## src/design/lclr_pkg.sv

```systemverilog
// package: register map, field layout and codes for the loop level registers
package lclr_pkg;

	localparam int          LCLR_ADDR_W        = 16;
	localparam int          LCLR_DATA_W        = 8;
	localparam int          LCLR_LOOPS         = 4;
	localparam int          LCLR_PINS          = 2;

	// register offsets
	localparam logic [15:0] LCLR_XFER_ADDR     = 16'h000F;
	localparam logic [15:0] LCLR_KEY_ADDR      = 16'h0FFF;
	localparam logic [15:0] LCLR_LOOP0_ADDR    = 16'h1488;
	localparam logic [15:0] LCLR_LOOP1_ADDR    = 16'h1588;
	localparam logic [15:0] LCLR_LOOP2_ADDR    = 16'h1688;
	localparam logic [15:0] LCLR_LOOP3_ADDR    = 16'h1788;
	localparam logic [15:0] LCLR_PIN0_ADDR     = 16'h0200;
	localparam logic [15:0] LCLR_PIN1_ADDR     = 16'h0201;

	// field layout of a loop level register
	localparam int          LCLR_OVR_BIT       = 0;
	localparam int          LCLR_LVL_LSB       = 1;
	localparam int          LCLR_LVL_MSB       = 2;

	// magic values
	localparam logic [7:0]  LCLR_XFER_GO       = 8'h01;
	localparam logic [7:0]  LCLR_KEY_UNLOCK    = 8'hF9;
	localparam logic [7:0]  LCLR_PIN_LOW       = 8'h80;
	localparam logic [7:0]  LCLR_PIN_HIGH      = 8'h81;
	localparam int          LCLR_PIN_DIR_BIT   = 7;

	// reset values
	localparam logic [2:0]  LCLR_LEVEL_RST     = 3'h0;
	localparam logic [7:0]  LCLR_KEY_RST       = 8'h00;
	localparam logic [7:0]  LCLR_PIN_RST       = 8'h00;

	// pin function decode
	typedef enum logic [1:0] {
		LCLR_PIN_INPUT = 2'b00,
		LCLR_PIN_DRV0  = 2'b01,
		LCLR_PIN_DRV1  = 2'b10,
		LCLR_PIN_OTHER = 2'b11
	} lclr_pin_mode_t;

endpackage : lclr_pkg

```

## src/design/lclr_level_slot.sv

```systemverilog
// one loop level register: staging copy plus active copy
`timescale 1ns/1ps
module lclr_level_slot
	import lclr_pkg::*;
(
	// clock and reset
	input  wire logic       core_clk,
	input  wire logic       srst,
	// staging write and transfer
	input  wire logic       stage_we,
	input  wire logic [2:0] stage_wdata,
	input  wire logic       xfer,
	// copies
	output logic      [2:0] stage_q,
	output logic      [2:0] active_q
);

	always_ff @(posedge core_clk)
	begin
		if (srst)
			stage_q <= LCLR_LEVEL_RST;
		else if (stage_we)
			stage_q <= stage_wdata;
	end

	// a staging write in the transfer cycle is not taken into the active copy
	always_ff @(posedge core_clk)
	begin
		if (srst)
			active_q <= LCLR_LEVEL_RST;
		else if (xfer)
			active_q <= stage_q;
	end

endmodule : lclr_level_slot

```

## src/design/lclr_regs.sv

```systemverilog
// loop calibration level register bank with two static multifunction pins
//
// Design decision made here: the address-and-strobe port.
`timescale 1ns/1ps
module lclr_regs
	import lclr_pkg::*;
(
	// clock and reset
	input  wire logic                   core_clk,
	input  wire logic                   srst,
	// register port
	input  wire logic [LCLR_ADDR_W-1:0] reg_addr,
	input  wire logic [LCLR_DATA_W-1:0] reg_wdata,
	input  wire logic                   reg_wr,
	input  wire logic                   reg_rd,
	output logic      [LCLR_DATA_W-1:0] reg_rdata,
	// active calibration settings, one lane per loop
	output logic      [7:0]             loop_level_select,
	output logic      [3:0]             loop_override_enable,
	output logic                        level_locked,
	// multifunction pins
	output logic      [1:0]             mfp_out,
	output logic      [1:0]             mfp_oe
);

	logic [LCLR_DATA_W-1:0] key_q;
	logic [LCLR_DATA_W-1:0] pin_fn_q [LCLR_PINS];
	logic                   unlocked;
	logic                   xfer;
	logic [3:0]             loop_hit;
	logic [2:0]             stage_q  [LCLR_LOOPS];
	logic [2:0]             active_q [LCLR_LOOPS];
	logic [LCLR_DATA_W-1:0] rdata_d;
	lclr_pin_mode_t         pin_mode [LCLR_PINS];

	assign unlocked = (key_q == LCLR_KEY_UNLOCK);
	// the strobe register is self clearing: only the write cycle matters
	assign xfer = reg_wr && (reg_addr == LCLR_XFER_ADDR)
		&& (reg_wdata == LCLR_XFER_GO);

	assign loop_hit[0] = (reg_addr == LCLR_LOOP0_ADDR);
	assign loop_hit[1] = (reg_addr == LCLR_LOOP1_ADDR);
	assign loop_hit[2] = (reg_addr == LCLR_LOOP2_ADDR);
	assign loop_hit[3] = (reg_addr == LCLR_LOOP3_ADDR);

	always_ff @(posedge core_clk)
	begin
		if (srst)
			key_q <= LCLR_KEY_RST;
		else if (reg_wr && reg_addr == LCLR_KEY_ADDR)
			key_q <= reg_wdata;
	end

	genvar g;
	generate
		for (g = 0; g < LCLR_LOOPS; g++)
		begin : g_loop
			// locked writes are dropped so a stray access cannot retune a loop
			lclr_level_slot u_slot (
				.core_clk    (core_clk),
				.srst        (srst),
				.stage_we    (reg_wr && loop_hit[g] && unlocked),
				.stage_wdata (reg_wdata[LCLR_LVL_MSB:LCLR_OVR_BIT]),
				.xfer        (xfer),
				.stage_q     (stage_q[g]),
				.active_q    (active_q[g])
			);
		end
		for (g = 0; g < LCLR_PINS; g++)
		begin : g_pin
			always_ff @(posedge core_clk)
			begin
				if (srst)
					pin_fn_q[g] <= LCLR_PIN_RST;
				else if (reg_wr && reg_addr == (LCLR_PIN0_ADDR + 16'(g)))
					pin_fn_q[g] <= reg_wdata;
			end

			always_comb
			begin
				if (!pin_fn_q[g][LCLR_PIN_DIR_BIT])
					pin_mode[g] = LCLR_PIN_INPUT;
				else if (pin_fn_q[g] == LCLR_PIN_LOW)
					pin_mode[g] = LCLR_PIN_DRV0;
				else if (pin_fn_q[g] == LCLR_PIN_HIGH)
					pin_mode[g] = LCLR_PIN_DRV1;
				else
					pin_mode[g] = LCLR_PIN_OTHER;
			end

			// other output codes are outside this block and drive low
			always_ff @(posedge core_clk)
			begin
				if (srst)
				begin
					mfp_out[g] <= 1'b0;
					mfp_oe[g]  <= 1'b0;
				end
				else
				begin
					unique case (pin_mode[g])
						LCLR_PIN_INPUT:
						begin
							mfp_out[g] <= 1'b0;
							mfp_oe[g]  <= 1'b0;
						end
						LCLR_PIN_DRV0:
						begin
							mfp_out[g] <= 1'b0;
							mfp_oe[g]  <= 1'b1;
						end
						LCLR_PIN_DRV1:
						begin
							mfp_out[g] <= 1'b1;
							mfp_oe[g]  <= 1'b1;
						end
						LCLR_PIN_OTHER:
						begin
							mfp_out[g] <= 1'b0;
							mfp_oe[g]  <= 1'b1;
						end
					endcase
				end
			end
		end
	endgenerate

	always_ff @(posedge core_clk)
	begin
		if (srst)
		begin
			loop_level_select    <= 8'h00;
			loop_override_enable <= 4'h0;
			level_locked         <= 1'b1;
		end
		else
		begin
			for (int i = 0; i < LCLR_LOOPS; i++)
			begin
				loop_level_select[2*i +: 2] <=
					active_q[i][LCLR_LVL_MSB:LCLR_LVL_LSB];
				loop_override_enable[i] <= active_q[i][LCLR_OVR_BIT];
			end
			level_locked <= !unlocked;
		end
	end

	// reads return the staging copy; reserved bits read zero
	always_comb
	begin
		rdata_d = 8'h00;
		for (int i = 0; i < LCLR_LOOPS; i++)
		begin
			if (loop_hit[i])
				rdata_d = {5'h00, stage_q[i]};
		end
		if (reg_addr == LCLR_KEY_ADDR)
			rdata_d = key_q;
		if (reg_addr == LCLR_PIN0_ADDR)
			rdata_d = pin_fn_q[0];
		if (reg_addr == LCLR_PIN1_ADDR)
			rdata_d = pin_fn_q[1];
	end

	always_ff @(posedge core_clk)
	begin
		if (srst)
			reg_rdata <= 8'h00;
		else if (reg_rd)
			reg_rdata <= rdata_d;
		else
			reg_rdata <= 8'h00;
	end

endmodule : lclr_regs

```

## config.mk

```make
export PLATFORM = sky130hd
export DESIGN_NAME = lclr_regs
export DESIGN_NICKNAME = d
export VERILOG_FILES = /design/src/design/lclr_pkg.sv /design/src/design/lclr_level_slot.sv /design/src/design/lclr_regs.sv
export SDC_FILE = /design/constraint.sdc
export NUM_CORES = 1
export LEC_CHECK = 0
export ABC_AREA = 1
export BUFFER_PORTS_ARGS = -buffer_cell sky130_fd_sc_hd__buf_2
export CAP_MARGIN = 20
export CELL_PAD_IN_SITES_DETAIL_PLACEMENT = 1
export CELL_PAD_IN_SITES_GLOBAL_PLACEMENT = 1
export CORE_UTILIZATION = 41
export CTS_CLUSTER_SIZE = 20
export DETAILED_ROUTE_END_ITERATION = 7
export PLACE_DENSITY_LB_ADDON = 0.1
export SLEW_MARGIN = 20
export SYNTH_ARGS = -nofsm -noshare
export SYNTH_HDL_FRONTEND = slang
export SYNTH_SLANG_ARGS = --single-unit
```

## constraint.sdc

```tcl
create_clock -name core_clk -period 2.6 [get_ports core_clk]
set_clock_uncertainty 0.15 [all_clocks]
set_input_delay 0.26 -clock core_clk [delete_from_list [all_inputs] [get_ports core_clk]]
set_output_delay 0.26 -clock core_clk [all_outputs]
set_load 0.1 [all_outputs]
```

[Yosys cells after proc, flatten, opt, wreduce, memory -nomap -nowiden]
Memories as Yosys holds them, arrays and structs flattened.
Index checks and enable logic that the tools add are counted.
Word-level totals
  flip-flop bits (word level): 57
  logic and storage cells: 89
  memory bits (writable): 16
  memories: 1
  output and inout bits: 25
Cells by class
  reduce and logical (&&, ||, !) cells: 21
  equality and inequality tests: 20
  bitwise operators: 3
  multiplexer cells: 27
Memory list
  pin_fn_q: depth 2, width 8, read ports 2, clocked after Yosys merged registers in 0, write ports 2, line lclr_regs.sv:27  | logic [LCLR_DATA_W-1:0] pin_fn_q [LCLR_PINS];
Operators by type and width (number)
  == test 16 x 13 -> 1 bit (second input constant): 4
  two-way mux 8 bit: 8
  == test 8 bit (second input constant): 5
  == test 16 x 10 -> 1 bit (second input constant): 2
  == test 16 x 12 -> 1 bit (second input constant): 1
  == test 16 x 4 -> 1 bit (second input constant): 1
  logical AND 1 bit: 13
  OR reduction 3 bit: 4
  two-way mux 1 bit: 10
  == test 2 bit (second input constant): 4
  == test 8 x 1 -> 1 bit (second input constant): 1
  two-way mux 2 bit: 4
  case mux 1 bit (2 select lines): 4
  == test 2 x 1 -> 1 bit (second input constant): 2
  zero test 2 bit: 2
  two-way mux 3 bit: 1
  bitwise OR 1 bit: 2
  OR reduction 2 bit: 1
  zero test 1 bit: 1
  NOT 1 bit: 1

[Logic depth before layout (Yosys ltp)]
  word-level depth: 8
  gate-level depth with buffers: 10
  gate-level depth less buffers: 10

[Modules after synthesis]
From an unflattened synthesis, not the netlist that was laid out.
Second synthesis, totals
  cell total of the unflattened synthesis: 462
  area total of the unflattened synthesis: 3310.7 µm²
By module, submodules not included
  lclr_regs: cells each 314, instances 1, area each 2364.8 µm²
  lclr_level_slot: cells each 37, instances 4, area each 236.5 µm²

[Worst setup path after synthesis]
Ideal clock, no wire load.
  path type: input -> register
  start: input port reg_addr[4]
  end: memory pin_fn_q[1][0] (enable)
  required time: 2.066 ns
  stages on the path: 6
  data arrival time: 1.572 ns
  setup time: 0.384 ns
  path slack: 0.494 ns
  cells stage by stage: nor2_2 nand2_1 nor3_2 nand3_2 buf_6 o21ai_0
RTL lines
  start: declaration: line lclr_regs.sv:12  | input wire logic [LCLR_ADDR_W-1:0] reg_addr,
  end: declaration: line lclr_regs.sv:27

==> reports/summary.txt <==
Clock transition at path regs - 0.07 ns
Die H - 88.6 um
Synth Register Bits - 73
CTS tree - built
total track usage - 20.6%
Synth Net Count - 393
vias per cell - 4.81
fin crit share - 73.5%
top cells by area, synth - dfxtp_1 37%, edfxtp_1 16%, a21oi_1 7.0%
Util after Layout - 50.7%
post-synthesis sequential area ratio - 52.7%
Longest Clk Path Bufs - 2
diodes inserted - 0
pwr dens - 632 mW/mm2
initial antenna violation count - 0
hpwl dp - 5490 um
H-tree levels - 3
post_cts resized - 0
top-count cell post-synth - dfxtp_1
Die X - 88.6 um
top-level I/O count - 53
Routed Antenna Nets - 0
core footprint - 0.00725 mm2
CTS buffer count - 9
Hold Path Class - in -> reg
worst path arrival time - 1.73 ns
Root Driver - clkbuf_8
Nets - 451
grt ovf - 0
DR pass1 iterations - 4
Final setup viols - 0
status - completed
vias in the first global route - 2,469
Distinct cells, synth - 31
Starting Density - 42.4%
# DRC - 0
CP Max Fanout - 8
Startpoint Class - input pin
Max-Cap Viols - 0
area grow syn2layout - 19.4%
Site Rows - 31
Buffers on Ports - 52
worst rel slew slack - 32.3%
Peak VDD IR - 0.000267 V
fraction of final layout cells sized beyond drive strength 1 - 23.4%
most instantiated cells after synthesis - 57 x dfxtp_1, 56 x inv_1, 54 x nor2_1
Clock Sinks - 73
final WL - 7240 um
unrepaired setup endpoints after global routing - false
first-pass GRT wire length - 12,000 um
placed insts - 511
die area - 0.00786 mm2
Fin Setup TNS - 0 ns
postcts setup bufs - 0
area leader, netlist - dfxtp_1
minimum clock period - 1.91 ns
Cell Area, Synth - 0.00308 mm2
largest net degree at the start of global routing - 37
Worst Path Required - 2.42 ns
Final Hold Fails - 0
gpl congestion - 0.792
Post-synth ARST share - 0%
crit end category - register
via count - 2,535
Post-synth EDFFs - 16
Synth top area share - 37.1%
Hold Path Stages - 3
Final Non-Filler Cells - 527
Max Fclk - 523 MHz
latest clock arrival within the worst-skew pair - 0.35 ns
syn avg cell area - 8.43 um2
Iter 0 DRT Violations - 110
Setup CP Type - in -> reg
worst slew pin tran - 1.00 ns
R2R depth - 6
yosys warns - 0
Hold Buf Count CTS - 0
WL/cell - 13.7 um
Hold WS - 0.0566 ns
Main synth FF type - dfxtp_1
max-slew violations - 0
Static Leak - 0.00154 uW
cell count after synthesis - 365
-- final cells by class --
class | instances | area, um2
clock buffer | 12 | 188
clock inverter | 4 | 53.8
fill | 903 | 3580
inverter | 60 | 226
multi-input combinational | 222 | 1160
sequential | 73 | 1620
tap | 99 | 124
timing repair buffer | 57 | 298
-- placed cells by master, fill, tap and decap left out, types with 3 or more instances in the layout --
cell,n
a21oi_1,43
buf_2,52
buf_4,5
clkbuf_8,10
dfxtp_1,57
edfxtp_1,16
inv_1,56
nand2_1,25
nand3_1,8
nand3_2,5
nand3_4,3
nand4_1,10
nor2_1,54
nor2_2,6
nor2_4,3
o21ai_0,41
o21ai_1,11
-- logic make-up after synthesis --
logic type / after synthesis / synth area share (%)
AOI/OAI and AO/OA: 96 / 15.7
buffers and inverters: 70 / 9.51
DFF: 73 / 52.7
and+or+nand+nor: 126 / 22.1
-- per-stage QoR --
stage,total power [uW],instance area (um2),setup slack [ns]
floorplan,1270,3080,0.494
detailed placement,1330,3430,0.292
global placement,1320,3430,0.376
finish,2320,3670,0.689
CTS,2340,3670,0.659
global route,2400,3670,0.466
-- worst max-delay path, stage by stage --
cell	delay (ns)
buf_2	0.11
nor2_2	0.14
nand2_1	0.10
nor3_2	0.20
nand3_2	0.11
o21ai_0	0.80
-- power by group --
group	internal (uW)	switching, uW
Combinational	35.9	85.5
Sequential	1170	7.24
Clock	590	435
-- state kept, by name, summed over array words and instances (netlist names) --
name and count:
loop_override_enable 4, level_locked 1, loop_level_select 8, reg_rdata 8
pin_fn_q 16, mfp_out 2, g_loop.u_slot.active_q 12, key_q 8
g_loop.u_slot.stage_q 12, mfp_oe 2
-- worst paths after layout --
| check | from | endpoint | slack, ns |
|---|---|---|---|
| hold reg to reg | g_loop[2].u_slot.active_q[0] | loop_override_enable[2] | 0.28 |
| hold / removal | reg_wdata[6] | key_q[6] | 0.06 |
| setup reg to reg | key_q[0] | g_loop[2].u_slot.stage_q[2] | 0.89 |
| setup / recovery | reg_addr[4] | pin_fn_q[0][0] | 0.69 |
-- metal layers --
metal / GRT usage [%] / vias up / wire length (um)
met5: 0 / - / 0
li1: - / 1313 / -
met2: 32.4 / 67 / 3200
met1: 27.7 / 1147 / 3560
met4: 6.74 / 0 / 87
met3: 5.13 / 8 / 385
(Power assumes the default switching activity.)
